`config.mk`:
```
export PLATFORM = sky130hd
export DESIGN_NAME = tfsr_regs
export DESIGN_NICKNAME = d
export VERILOG_FILES = /design/src/tfsr_pkg.sv /design/src/tfsr_sync.sv /design/src/tfsr_regs.sv
export VERILOG_INCLUDE_DIRS = /design/src
export SDC_FILE = /design/constraint.sdc
export NUM_CORES = 1
export LEC_CHECK = 0
export ABC_AREA = 1
export BUFFER_PORTS_ARGS = -buffer_cell sky130_fd_sc_hd__buf_2
export CORE_UTILIZATION = 53
export DETAILED_ROUTE_END_ITERATION = 8
export PLACE_DENSITY_LB_ADDON = 0.1
export SKIP_LAST_GASP = 1
export SYNTH_ARGS = -nofsm -noshare
export SYNTH_HDL_FRONTEND = slang
export SYNTH_SLANG_ARGS = --single-unit
```
`constraint.sdc`:
```
create_clock -name CLK -period 1.5 [get_ports CLK]
set_input_delay 0.15 -clock CLK [delete_from_list [all_inputs] [get_ports CLK]]
set_output_delay 0.15 -clock CLK [all_outputs]
set_load 0.05 [all_outputs]
```
`src/tfsr_params.svh`:
```
`ifndef TFSR_PARAMS_SVH
`define TFSR_PARAMS_SVH
`define TFSR_OFS_PART_ID 8'h3d
`define TFSR_OFS_MAKER_ID 8'h3e
`define TFSR_OFS_REVISION 8'h3f
`define TFSR_OFS_LOCAL_LO 8'h40
`define TFSR_OFS_LOCAL_HI 8'h41
`define TFSR_OFS_REMOTE_LO 8'h42
`define TFSR_OFS_REMOTE_HI 8'h43
`define TFSR_OFS_FAN_LO 8'h4a
`define TFSR_OFS_FAN_HI 8'h4b
`define TFSR_OFS_DUTY 8'h4e
`define TFSR_OFS_STAT1 8'h4f
`define TFSR_OFS_STAT2 8'h50
`define TFSR_OFS_STAT3 8'h51
`define TFSR_RST_ZERO 8'h00
`define TFSR_RST_FAN 16'hffff
`define TFSR_RST_DUTY_LIMIT 8'hff
`define TFSR_FRAC_W 5
`define TFSR_TEMP_W 13
`define TFSR_BIT_HI_LOCAL 7
`define TFSR_BIT_LO_LOCAL 6
`define TFSR_BIT_HI_REMOTE 5
`define TFSR_BIT_LO_REMOTE 4
`define TFSR_BIT_DIODE 3
`define TFSR_BIT_OVL_LOCAL 7
`define TFSR_BIT_OVL_REMOTE 6
`define TFSR_BIT_ONTIME 4
`define TFSR_BIT_OVL_IN 3
`define TFSR_BIT_OVL_OUT 2
`define TFSR_BIT_STALL 7
`define TFSR_BIT_ALARM 6
`define TFSR_BIT_ALERT 0
`endif

```
`src/tfsr_pkg.sv`:
```
package tfsr_pkg;
  typedef logic [7:0] tfsr_byte_t;
  typedef logic [12:0] tfsr_temp_t;
endpackage

```
`src/tfsr_sync.sv`:
```
`timescale 1ns/1ns
// two flip-flop synchroniser for pin levels
module tfsr_sync #(
  parameter int W = 1
) (
  input wire logic CLK,
  input wire logic RESETN,
  input wire logic [W-1:0] d,
  output logic [W-1:0] q
);
  typedef struct packed {
    logic [W-1:0] s1;
    logic [W-1:0] s2;
  } tfsr_sync_s;
  tfsr_sync_s st_q;
  tfsr_sync_s st_d;
  always_comb begin
    st_d.s1 = d;
    st_d.s2 = st_q.s1;
  end
  always_ff @(posedge CLK or negedge RESETN) begin
    if (!RESETN) begin
      st_q <= '0;
    end else begin
      st_q <= st_d;
    end
  end
  assign q = st_q.s2;
endmodule

```
`src/tfsr_regs.sv`:
```
`timescale 1ns/1ns
`include "tfsr_params.svh"
module tfsr_regs #(
  parameter logic [7:0] PART_ID = 8'h5a,  // arbitrary value
  parameter logic [7:0] MAKER_ID = 8'ha5, // arbitrary value
  parameter logic [7:0] REV_ID = 8'h01    // arbitrary value
) (
  input wire logic CLK,
  input wire logic RESETN,
  input wire logic SW_RESET,
  input wire logic MEAS_VALID,
  input wire logic [12:0] LOCAL_TEMP,
  input wire logic [12:0] REMOTE_TEMP,
  input wire logic DIODE_CHECKED,
  input wire logic DIODE_FAULT,
  input wire logic FAN_PERIOD_VALID,
  input wire logic [15:0] FAN_PERIOD,
  input wire logic DUTY_VALID,
  input wire logic [7:0] DUTY_PERCENT,
  input wire logic DUTY_LIMIT_WE,
  input wire logic [7:0] DUTY_LIMIT_WDATA,
  input wire logic LOCAL_HIGH_TRIP,
  input wire logic LOCAL_LOW_TRIP,
  input wire logic REMOTE_HIGH_TRIP,
  input wire logic REMOTE_LOW_TRIP,
  input wire logic LOCAL_OVL_TRIP,
  input wire logic REMOTE_OVL_TRIP,
  input wire logic OVL_LINE_IN_N,
  input wire logic OVL_LINE_DRIVE,
  input wire logic FAN_STALL,
  input wire logic FAN_ALARM_SPEED,
  input wire logic ALERT_DRIVE,
  input wire logic RD_EN,
  input wire logic WR_EN,
  input wire logic [7:0] ADDR,
  input wire logic [7:0] WDATA,
  output logic [7:0] RDATA,
  output logic RVALID,
  output logic [7:0] DUTY_LIMIT
);
  typedef struct packed {
    tfsr_pkg::tfsr_temp_t local_t;
    tfsr_pkg::tfsr_temp_t remote_t;
    logic [15:0] fan;
    logic [7:0] duty;
    logic [7:0] limit;
    logic diode;
    logic ontime;
    logic [7:0] st1;
    logic [7:0] st2;
    logic [7:0] st3;
    logic [7:0] rdata;
    logic rvalid;
  } tfsr_regs_s;

  tfsr_regs_s st_q;
  tfsr_regs_s st_d;
  logic pin_low;
  tfsr_pkg::tfsr_byte_t rd_mux;
  logic ontime_set;
  logic rd_st2;

  // pin level is asynchronous to CLK
  tfsr_sync #(.W(1)) u_sync (
    .CLK(CLK),
    .RESETN(RESETN),
    .d(~OVL_LINE_IN_N),
    .q(pin_low)
  );

  assign rd_st2 = RD_EN && (ADDR == `TFSR_OFS_STAT2);
  // zero limit also sets the flag whenever the overlimit line is low, from the pin or our own drive
  assign ontime_set = (DUTY_VALID && (DUTY_PERCENT > st_q.limit)) ||
                      ((st_q.limit == 8'h00) && (pin_low || OVL_LINE_DRIVE));

  always_comb begin
    rd_mux = 8'h00;
    unique case (ADDR)
      `TFSR_OFS_PART_ID: rd_mux = PART_ID;
      `TFSR_OFS_MAKER_ID: rd_mux = MAKER_ID;
      `TFSR_OFS_REVISION: rd_mux = REV_ID;
      `TFSR_OFS_LOCAL_LO: rd_mux = {3'h0, st_q.local_t[4:0]};
      `TFSR_OFS_LOCAL_HI: rd_mux = st_q.local_t[12:5];
      `TFSR_OFS_REMOTE_LO: rd_mux = {3'h0, st_q.remote_t[4:0]};
      `TFSR_OFS_REMOTE_HI: rd_mux = st_q.remote_t[12:5];
      `TFSR_OFS_FAN_LO: rd_mux = st_q.fan[7:0];
      `TFSR_OFS_FAN_HI: rd_mux = st_q.fan[15:8];
      `TFSR_OFS_DUTY: rd_mux = st_q.duty;
      `TFSR_OFS_STAT1: rd_mux = st_q.st1;
      `TFSR_OFS_STAT2: rd_mux = st_q.st2;
      `TFSR_OFS_STAT3: rd_mux = st_q.st3;
      default: rd_mux = 8'h00;
    endcase
  end

  always_comb begin
    st_d = st_q;
    // writes on the register port never alter this bank
    if (WR_EN) begin
      st_d.rdata = st_q.rdata;
    end
    if (MEAS_VALID) begin
      st_d.local_t = LOCAL_TEMP;
      st_d.remote_t = REMOTE_TEMP;
    end
    if (DIODE_CHECKED) begin
      st_d.diode = DIODE_FAULT;
    end
    if (FAN_PERIOD_VALID) begin
      st_d.fan = FAN_PERIOD;
    end
    if (DUTY_VALID) begin
      st_d.duty = DUTY_PERCENT;
    end
    if (DUTY_LIMIT_WE) begin
      st_d.limit = DUTY_LIMIT_WDATA;
    end
    // set wins over the read clear so a coincident event is kept
    if (ontime_set) begin
      st_d.ontime = 1'b1;
    end else if (rd_st2) begin
      st_d.ontime = 1'b0;
    end
    st_d.st1 = 8'h00;
    st_d.st1[`TFSR_BIT_HI_LOCAL] = LOCAL_HIGH_TRIP;
    st_d.st1[`TFSR_BIT_LO_LOCAL] = LOCAL_LOW_TRIP;
    st_d.st1[`TFSR_BIT_HI_REMOTE] = REMOTE_HIGH_TRIP;
    st_d.st1[`TFSR_BIT_LO_REMOTE] = REMOTE_LOW_TRIP;
    st_d.st1[`TFSR_BIT_DIODE] = st_d.diode;
    st_d.st2 = 8'h00;
    st_d.st2[`TFSR_BIT_OVL_LOCAL] = LOCAL_OVL_TRIP;
    st_d.st2[`TFSR_BIT_OVL_REMOTE] = REMOTE_OVL_TRIP;
    st_d.st2[`TFSR_BIT_ONTIME] = st_d.ontime;
    // only an outside driver counts, not our own pull-down
    st_d.st2[`TFSR_BIT_OVL_IN] = pin_low && !OVL_LINE_DRIVE;
    st_d.st2[`TFSR_BIT_OVL_OUT] = OVL_LINE_DRIVE;
    st_d.st3 = 8'h00;
    st_d.st3[`TFSR_BIT_STALL] = FAN_STALL;
    st_d.st3[`TFSR_BIT_ALARM] = FAN_ALARM_SPEED;
    st_d.st3[`TFSR_BIT_ALERT] = ALERT_DRIVE;
    st_d.rdata = RD_EN ? rd_mux : 8'h00;
    st_d.rvalid = RD_EN;
    if (SW_RESET) begin
      st_d.local_t = 13'h0000;
      st_d.remote_t = 13'h0000;
      st_d.fan = `TFSR_RST_FAN;
      st_d.duty = `TFSR_RST_ZERO;
      st_d.diode = 1'b0;
      st_d.ontime = 1'b0;
      st_d.st1 = `TFSR_RST_ZERO;
      st_d.st2 = `TFSR_RST_ZERO;
      st_d.st3 = `TFSR_RST_ZERO;
    end
  end

  always_ff @(posedge CLK or negedge RESETN) begin
    if (!RESETN) begin
      st_q <= '0;
      st_q.fan <= `TFSR_RST_FAN;
      st_q.limit <= `TFSR_RST_DUTY_LIMIT;
    end else begin
      st_q <= st_d;
    end
  end

  assign RDATA = st_q.rdata;
  assign RVALID = st_q.rvalid;
  assign DUTY_LIMIT = st_q.limit;
endmodule

```
==> results.cfg, run 1 <==
[drt]
routed_wl_um = 9903
final_antenna_net_count = 0
remaining_drc_errors = 0
routedWlPerCell_um = 13.60
route.detailed.vias_per_inst = 5.078
drt_iter0_markers = 176
route.vias.total = 3697
detailedRoute.firstPassIterationCount = 7

[place]
place_hpwl_um = 7183
port_buffers = 103
dpl.cell_count = 699
pre_cts_slack_ns = 0.02302
globalplace.congestion = 0.8828

[clock_network]
cts_tree = done
numClockSinks = 82
clock_tree.htree_level_count = 3
cts_root_buf = sky130_fd_sc_hd__clkbuf_8
cts_inserted_buffers = 9
insertion_delay_ns = 0.35
clk_pin_slew_ns = 0.08
clock_path_buffers = 2

[timing]
grt_setup_unrepaired = no
timing.final.hold_violations = 0
period_needed_ns = 1.451
timing.hold.ws_ns = 0.004998
fin_tns_setup_ns = 0
max_slew.worst_pin.slew_ns = 0.7147
slew_headroom_pct = 52.35
post-route-worst-setup-slack_ns = 0.04871
period_share_pct = 96.75
clock_skew_ns = 0.007227
final_max_slew_viol_count = 0
finalSetupViolCount = 0
fmax_ghz = 0.6890

[critical_path]
rr_startpoint = DUTY_LIMIT[7]$_DFFE_PN1P_
worst-r2r-setup-slack_ns = 0.05
critical_path.max_fanout = 3
critPathKind = reg2reg
regToRegEndpoint = st_q[21]$_DFF_PN0_
cp-end-kind = register
cp-start-kind = register
number_of_cells_on_the_worst_reg_to_reg_path = 7
arrival_ns = 1.74
critical_path_required_ns = 1.79

[logic_synthesis]
synth_fp_nets = 628
post-synth-top-area-cell = sky130_fd_sc_hd__dfrtp_1
syn-instance-count = 524
postSynthRegisterBits = 82
synth_largest_type_area_fraction_pct = 34.43
synth.top_cells.by_area = sky130_fd_sc_hd__dfrtp_1 34%, sky130_fd_sc_hd__dfstp_2 15%, sky130_fd_sc_hd__nand3_1 12%
yosys.cell_types.count = 25
mappedNetlistArea_um2 = 4215
synth.yosys.seq_area_share_pct = 49.39
ys.warnings.count = 0
syn_avg_cell_area_um2 = 8.044

[finish]
synthToLayoutAreaGrowth_pct = 20.90
final_cell_mix = 102 x sky130_fd_sc_hd__buf_2, 97 x sky130_fd_sc_hd__nand3_1, 74 x sky130_fd_sc_hd__inv_1
layout.filler_cells = 673
drive_above_1_share_pct = 29.71
antenna_cells_inserted = 0
utilization_pct = 65.95
finish.cell_count_without_fillers = 728
layout.nets = 725
layout_commonest_cell = sky130_fd_sc_hd__buf_2

[global_routing]
grt_use_total_pct = 24.91
grt_pass1_wl_um = 16040
antenna_violations_before_repair = 0
globalRouteOverflowTotal = 0
grt_pass1_vias = 3392
grt_max_degree = 83

[worst_hold_path]
worst_min_path_class = in2reg
whs_path_depth = 3
hold_path_end = DUTY_LIMIT[1]$_DFFE_PN1P_
holdCritStartpoint = DUTY_LIMIT_WDATA[1]

[floorplan]
floorplan.core_area_um2 = 7727
floorplan.die.height_um = 91.18
fp-row-count = 32
die_area_um2 = 8314
initial_utilization_pct = 54.55
io_pins = 113
die_w_um = 91.18

[status]
run_status = complete, no violations

[pwr]
powerDensity_nw_per_um2 = 923.8
vdd.ir_drop.worst_mv = 0.5760
power.static_leakage_uw = 0.002675

[job]
timing.max_cap.violations = 0
flip-flops by register name, summed over array words and instances, names as in the netlist:
register,flops
u_sync.st_d,1
DUTY_LIMIT,8
RVALID,1
u_sync.q,1
RDATA,8
st_q,63
layer usage:
| metal | global-route usage [%] | vias up | wire (µm) |
|---|---|---|---|
| met5 | 0 | - | 0 |
| met4 | 8.201 | 0 | 169 |
| met2 | 40.72 | 117 | 4831 |
| li1 | - | 1867 | - |
| met1 | 33.70 | 1697 | 4406 |
| met3 | 4.355 | 16 | 496 |
timing repair:
item,in CTS,in global routing
endpoints found under the hold margin,69,0
hold buffers,12,0
resized for setup,0,20
endpoints found under the setup margin,0,1
setup buffers,0,1
worst max path at each step:
stage / startpoint / to
3_3_place_gp: DUTY_LIMIT[3]$_DFFE_PN1P_ / st_q[21]$_DFF_PN0_
2_1_floorplan: DUTY_LIMIT[7]$_DFFE_PN1P_ / st_q[21]$_DFF_PN0_
5_1_grt: DUTY_LIMIT[7]$_DFFE_PN1P_ / st_q[21]$_DFF_PN0_
4_1_cts: DUTY_LIMIT[3]$_DFFE_PN1P_ / st_q[21]$_DFF_PN0_
6_report: DUTY_LIMIT[7]$_DFFE_PN1P_ / st_q[21]$_DFF_PN0_
3_5_place_dp: DUTY_LIMIT[7]$_DFFE_PN1P_ / st_q[21]$_DFF_PN0_
cell usage after synthesis:
cell                       number
sky130_fd_sc_hd__nor2_8         1
sky130_fd_sc_hd__clkinv_1       1
sky130_fd_sc_hd__clkbuf_1      12
sky130_fd_sc_hd__nor2_4         1
sky130_fd_sc_hd__o21ai_0       58
sky130_fd_sc_hd__o21ai_1        1
sky130_fd_sc_hd__nor2_2         4
sky130_fd_sc_hd__o21a_1         1
sky130_fd_sc_hd__nand2_2        6
sky130_fd_sc_hd__nand3_1       97
sky130_fd_sc_hd__dfrtp_1       58
sky130_fd_sc_hd__buf_4         17
sky130_fd_sc_hd__nor3_1         2
sky130_fd_sc_hd__ha_1           8
sky130_fd_sc_hd__nor2_1        42
sky130_fd_sc_hd__nand4_1        3
sky130_fd_sc_hd__inv_2          3
sky130_fd_sc_hd__buf_6          4
sky130_fd_sc_hd__a21oi_1       27
sky130_fd_sc_hd__inv_1         81
sky130_fd_sc_hd__or2_1          2
sky130_fd_sc_hd__buf_2          7
sky130_fd_sc_hd__dfstp_2       24
sky130_fd_sc_hd__nand2_1       63
sky130_fd_sc_hd__o21ai_2        1
worst max-delay path, cell delays in order, from the launching register on:
cell                      delay (ns)
sky130_fd_sc_hd__dfstp_2        0.56
sky130_fd_sc_hd__inv_2          0.05
sky130_fd_sc_hd__ha_4           0.27
sky130_fd_sc_hd__nand2_2        0.07
sky130_fd_sc_hd__o21a_1         0.19
sky130_fd_sc_hd__nand2_1        0.08
sky130_fd_sc_hd__nand2_2        0.05
sky130_fd_sc_hd__a21oi_2        0.11
final cells by class:
type                       instances  area [µm²]  share of cell area [%]
sequential                        82        2082                   40.85
tap                              102       127.6                   2.504
multi-input combinational        317        1648                   32.33
clock inverter                     5       55.05                   1.080
inverter                          85       319.1                   6.261
timing repair buffer             126       733.2                   14.39
clock buffer                      11       131.4                   2.578
power breakdown:
| part | internal (µW) | switching, µW |
|---|---|---|
| Combinational | 268 | 451 |
| Clock | 764 | 778 |
| Sequential | 2380 | 70.3 |
| Total | 3410 | 1300 |
logic make-up (layout without fill, tap and decap cells):
family,after synthesis,after routing,share of synthesized area (%)
and+or+nand+nor,221,221,24.07
buffers and inverters,125,227,13.56
AOI/OAI and AO/OA,88,88,10.60
DFF,82,82,49.39
adders and majority gates,8,8,2.375
metrics by stage:
step	cell area, µm²	total power (µW)
after global placement	4696	3109
final	5096	4708
after CTS	5002	4691
after detailed placement	4696	3130
after floorplan	4215	2872
after global routing	5096	4924
Note: power is estimated with default switching activity, not from simulation.
==> run 2: changes to the inputs <==
==> constraint.sdc (replaced) <==
create_clock -name CLK -period 1.48 [get_ports CLK]
set_input_delay 0.148 -clock CLK [delete_from_list [all_inputs] [get_ports CLK]]
set_output_delay 0.148 -clock CLK [all_outputs]
set_load 0.05 [all_outputs]
==> run 2 against run 1 <==
Critical endpoint unchanged; critical path type unchanged; sequential cell count unchanged; core utilization increased by 1.4 points; global-route usage increased by 1.3 points; first-iteration DRC count decreased by 15%; total power increased by 3.6%; die area is the same.
==> results.cfg, run 2 (synthesis results as in run 1) <==
[status]
run_status = complete, no violations

[pwr]
power.share.combinational_pct = 15.7
power.net_switching_uw = 1349
vdd.ir_drop.worst_mv = 0.6752
power.static_leakage_uw = 0.002731
seq_pwr_share_pct = 50.8
clkPwrFrac_pct = 33.5
cellInternalPower_uw = 3530
powerDensity_nw_per_um2 = 937.4
swShare_pct = 27.65

[floorplan]
floorplan.core_area_um2 = 7727
io_pins = 113
initial_utilization_pct = 54.55
die_w_um = 91.18
floorplan.die.height_um = 91.18
die_area_um2 = 8314
fp-row-count = 32

[timing]
fin_tns_setup_ns = 0
period_share_pct = 97.95
period_needed_ns = 1.450
timing.final.hold_violations = 0
clock_skew_ns = 0.01080
grt_setup_unrepaired = yes
fmax_ghz = 0.6898
slew_headroom_pct = 50.78
final_max_slew_viol_count = 0
max_slew.worst_pin.slew_ns = 0.7383
timing.hold.ws_ns = 0.004952
finalSetupViolCount = 0

[clock_network]
cts_inserted_buffers = 9
clk_pin_slew_ns = 0.09
numClockSinks = 82
clock_tree.htree_level_count = 3
clock_path_buffers = 2
cts_root_buf = sky130_fd_sc_hd__clkbuf_8
insertion_delay_ns = 0.35
cts_tree = done

[critical_path]
worst_path_max_delay_cell = sky130_fd_sc_hd__dfstp_2
cp-end-kind = register
cp-start-kind = register
critical_path.max_fanout = 3
arrival_ns = 1.72
critPathKind = reg2reg
worst-r2r-setup-slack_ns = 0.03
rr_startpoint = DUTY_LIMIT[5]$_DFFE_PN1P_
critical_path.startpoint = DUTY_LIMIT[5]$_DFFE_PN1P_
last_element_of_the_critical_path = st_q[21]$_DFF_PN0_
worst_path_largest_cell_delay_ns = 0.54
regToRegEndpoint = st_q[21]$_DFF_PN0_
critical_path_required_ns = 1.75
crit_chain = inv_2 > ha_4 > a21oi_1 > o21a_1 > nand2_1 > nand2_1 > a21oi_1
number_of_cells_on_the_worst_reg_to_reg_path = 7

[global_routing]
grt_max_degree = 83
grt_pass1_wl_um = 16870
grt_pass1_vias = 3588
antenna_violations_before_repair = 0
grt_use_total_pct = 26.20
globalRouteOverflowTotal = 0

[finish]
drive_above_1_share_pct = 30.66
layout.filler_cells = 657
synthToLayoutAreaGrowth_pct = 23.45
utilization_pct = 67.34
top_register = st_q
layout_commonest_cell = sky130_fd_sc_hd__buf_2
layout.nets = 735
final_cell_mix = 102 x sky130_fd_sc_hd__buf_2, 97 x sky130_fd_sc_hd__nand3_1, 75 x sky130_fd_sc_hd__inv_1
antenna_cells_inserted = 0
largest_register_ffs = 63

[drt]
detailedRoute.firstPassIterationCount = 6
route.vias.total = 3697
remaining_drc_errors = 0
final_antenna_net_count = 0
drt_iter0_markers = 149
route.detailed.vias_per_inst = 5.009
routed_wl_um = 10350
routedWlPerCell_um = 14.02

[place]
port_buffers = 103
place_hpwl_um = 7469
globalplace.congestion = 0.9260

[job]
timing.max_cap.violations = 0

[worst_hold_path]
worst_min_path_class = in2reg
holdCritStartpoint = DUTY_LIMIT_WDATA[2]
[run 2: worst max-delay path, delay by kind of cell, from the launching register on]
kind                       cells  cell delay, ns
DFF                            1            0.54
AOI/OAI and AO/OA              3            0.38
adders and majority gates      1            0.27
and+or+nand+nor                2            0.12
buffers and inverters          1            0.06
[run 2: timing repair]
action,CTS,global route
resized for setup,6,13
hold buffers,12,1
endpoints found under the hold margin,69,1
endpoints found under the setup margin,1,1
pin swaps,0,7
setup buffers,0,2
[run 2: area by class of cell]
type | instances | area (µm²) | area share [%]
inverter | 85 | 319.1 | 6.131
clock inverter | 4 | 52.55 | 1.010
sequential | 82 | 2082 | 40.01
timing repair buffer | 136 | 823.3 | 15.82
clock buffer | 12 | 145.1 | 2.789
tap | 102 | 127.6 | 2.453
multi-input combinational | 317 | 1654 | 31.79
[run 2: how the worst min path moves through the flow]
stage / endpoint / slack [ns] / depth (start not counted)
floorplan: RDATA[0]$_DFF_PN0_ / -0.15 / 0
global placement: st_q[80]$_DFFE_PN0P_ / 0.21 / 2
detailed placement: st_q[87]$_DFFE_PN0P_ / 0.21 / 2
CTS: st_q[24]$_DFF_PN0_ / 0.002 / 3
global route: DUTY_LIMIT[5]$_DFFE_PN1P_ / 0.005 / 3
finish: DUTY_LIMIT[2]$_DFFE_PN1P_ / 0.005 / 3
[run 2: per-stage QoR]
| stage | total power, µW | worst slack (ns) | cell area [µm²] | instances |
|---|---|---|---|---|
| finish | 4878 | 0.03028 | 5204 | 738 |
| global route | 5098 | -0.05416 | 5204 | 738 |
| CTS | 4845 | 0.01405 | 5121 | 735 |
| detailed placement | 3188 | -0.01348 | 4768 | 707 |
| global placement | 3164 | 0.04189 | 4768 | 707 |
| floorplan | 2910 | 0.1235 | 4215 | 524 |
[run 2: power by group through the flow]
| stage | Sequential [µW] | Combinational (µW) | Clock (µW) |
|---|---|---|---|
| final | 2480 | 765 | 1640 |
| after global routing | 2490 | 857 | 1750 |
| after CTS | 2470 | 720 | 1650 |
| after detailed placement | 2510 | 674 | 0 |
| after global placement | 2510 | 652 | 0 |
| after floorplan | 2500 | 415 | 0 |
[run 2: metal layers]
layer | GRT usage (%) | up-vias | wire length, µm
met5 | 0 | - | 0
met4 | 6.746 | 0 | 110
met3 | 4.355 | 10 | 406
met2 | 45.71 | 97 | 5197
met1 | 33.88 | 1715 | 4633
li1 | - | 1875 | -
==> run 3: changes to the inputs <==
--- a/config.mk
+++ b/config.mk
@@ -10,6 +10,7 @@
 export BUFFER_PORTS_ARGS = -buffer_cell sky130_fd_sc_hd__buf_2
 export CORE_UTILIZATION = 53
 export DETAILED_ROUTE_END_ITERATION = 8
+export GPL_TIMING_DRIVEN = 0
 export PLACE_DENSITY_LB_ADDON = 0.1
 export SKIP_LAST_GASP = 1
 export SYNTH_ARGS = -nofsm -noshare
==> run 3 against run 2 <==
The run now ends with negative setup slack left; sequential share of layout area shrank 1.3 points; combinational power grew 8.5%; critical path depth is the same; first-iteration DRC count grew 19%; fmax fell by 2.4%; total power decreased by 0.53%; die area unchanged; register-to-register slack got worse by 0.04 ns; worst setup slack got worse by 0.036 ns; critical path type unchanged; critical endpoint unchanged.
==> results.cfg, run 3 (synthesis results as in run 1) <==
[status]
run_status = complete, but fails checks
failing_checks = negative setup slack

[drt]
routedWlPerCell_um = 14.24
routed_wl_um = 10850
detailedRoute.firstPassIterationCount = 6
met2_length_um = 5451
met3_wirelength_um = 470
drt_iter0_markers = 178
topRoutingLayerUsed = met4
remaining_drc_errors = 0
route.vias.total = 3944
final_antenna_net_count = 0
route.detailed.vias_per_inst = 5.176
detail_route.wirelength.met1_um = 4804

[place]
globalplace.congestion = 0.9577
pre_cts_slack_ns = -0.02620
port_buffers = 100
place_hpwl_um = 7908

[finish]
antenna_cells_inserted = 0
synthToLayoutAreaGrowth_pct = 27.49
final_cell_mix = 106 x sky130_fd_sc_hd__buf_2, 97 x sky130_fd_sc_hd__nand3_1, 75 x sky130_fd_sc_hd__inv_1
layout.nets = 759
layout_commonest_cell = sky130_fd_sc_hd__buf_2
drive_above_1_share_pct = 31.36
top_register = st_q
largest_register_ffs = 63

[timing]
timing.hold.ws_ns = 0.004119
fin_tns_setup_ns = -0.005807
final_max_slew_viol_count = 0
clock_skew_ns = 0.005648
timing.final.hold_violations = 0
fmax_ghz = 0.6730
period_share_pct = 100.4
period_needed_ns = 1.486
max_slew.worst_pin.slew_ns = 0.5455
slew_headroom_pct = 63.36
finalSetupViolCount = 1
post-route-worst-setup-slack_ns = -0.005807
grt_setup_unrepaired = yes

[critical_path]
cp-start-kind = register
critical_path_required_ns = 1.77
rr_startpoint = DUTY_LIMIT[4]$_DFFE_PN1P_
critical_path.max_fanout = 3
arrival_ns = 1.77
critical_path.startpoint = DUTY_LIMIT[4]$_DFFE_PN1P_
cp-end-kind = register
critPathKind = reg2reg

[clock_network]
cts_tree = done
clock_tree.htree_level_count = 3
cts_root_buf = sky130_fd_sc_hd__clkbuf_8
insertion_delay_ns = 0.36
clk_pin_slew_ns = 0.08
clock_path_buffers = 2
numClockSinks = 82
cts_inserted_buffers = 9

[floorplan]
die_w_um = 91.18
floorplan.die.height_um = 91.18
fp-row-count = 32
die_area_um2 = 8314
io_pins = 113
initial_utilization_pct = 54.55
floorplan.core_area_um2 = 7727

[global_routing]
antenna_violations_before_repair = 0
globalRouteOverflowTotal = 0
grt_pass1_wl_um = 17800
grt_max_degree = 71
grt_use_total_pct = 27.70
grt_pass1_vias = 3810

[worst_hold_path]
holdCritStartpoint = DIODE_FAULT
worst_min_path_class = in2reg

[pwr]
power.static_leakage_uw = 0.002813
vdd.ir_drop.worst_mv = 0.8169
powerDensity_nw_per_um2 = 902.9

[job]
timing.max_cap.violations = 0
## run 3: cell types whose count changed in the layout (fill, tap and decap cells not counted), moves of 4 or more
| cell | change |
|---|---|
| sky130_fd_sc_hd__dlygate4sd3_1 | +5 |
| sky130_fd_sc_hd__buf_6 | +4 |
| sky130_fd_sc_hd__clkbuf_1 | +10 |
| sky130_fd_sc_hd__buf_2 | +4 |
## run 3: layer usage
layer | vias up | track usage [%]
met3 | 13 | 6.114
met4 | 0 | 6.349
li1 | 1930 | -
met2 | 109 | 47.85
met1 | 1892 | 35.57
met5 | - | 0
## run 3: critical path: stages (launching register included)
cell and delay, ns:
sky130_fd_sc_hd__dfstp_2 0.54, sky130_fd_sc_hd__inv_1 0.07, sky130_fd_sc_hd__ha_1 0.30, sky130_fd_sc_hd__nand2_2 0.10, sky130_fd_sc_hd__nor2_4 0.04, sky130_fd_sc_hd__a21oi_1 0.14
sky130_fd_sc_hd__nand2_1 0.08, sky130_fd_sc_hd__a21oi_1 0.14
## run 3: cell type report
cell class / count / area (µm²)
plain buffers: 40 / 252.7
clock buffers: 11 / 151.4
clock inverters: 5 / 37.54
fillers: 651 / 2354
inverters: 85 / 324.1
multi-input cells: 317 / 1680
flip-flops and latches: 82 / 2082
well taps: 102 / 127.6
repair buffers: 120 / 718.2
## run 3: path summary, 6_finish.rpt
check                                        to  slack, ns  cells past startpoint
hold reg to reg              u_sync.q$_DFF_PN0_       0.36                      0
max in group asynchronous  st_q[60]$_DFFE_PN1P_       0.66                      3
hold / removal             st_q[28]$_DFFE_PN0P_      0.004                      3
setup / recovery             st_q[21]$_DFF_PN0_     -0.006                      7
min in group asynchronous  st_q[87]$_DFFE_PN0P_       0.18                      2
setup reg to reg             st_q[21]$_DFF_PN0_     -0.006                      7
## run 3: power by group
group,switching [µW],total (µW),internal (µW)
registers,77.9,2490,2410
logic,494,830,336
clock network,831,1540,706
total,1400,4850,3450
## run 3: per-stage QoR
stage / std cells / util [%] / total power, µW / area (µm²)
finish: 762 / 69.54 / 4852 / 5374
global route: 762 / 69.54 / 5082 / 5374
CTS: 761 / 68.01 / 4791 / 5255
detailed placement: 727 / 63.07 / 3221 / 4873
global placement: 726 / 62.68 / 3188 / 4843
floorplan: 524 / - / 2910 / 4215
## run 3: what timing repair did
| item | CTS | global route |
|---|---|---|
| setup endpoints to repair | 1 | 1 |
| setup buffers | 0 | 1 |
| hold buffers | 18 | 0 |
| pin swaps | 4 | 9 |
| endpoints found under the hold margin | 80 | 0 |
| resized for setup | 2 | 25 |
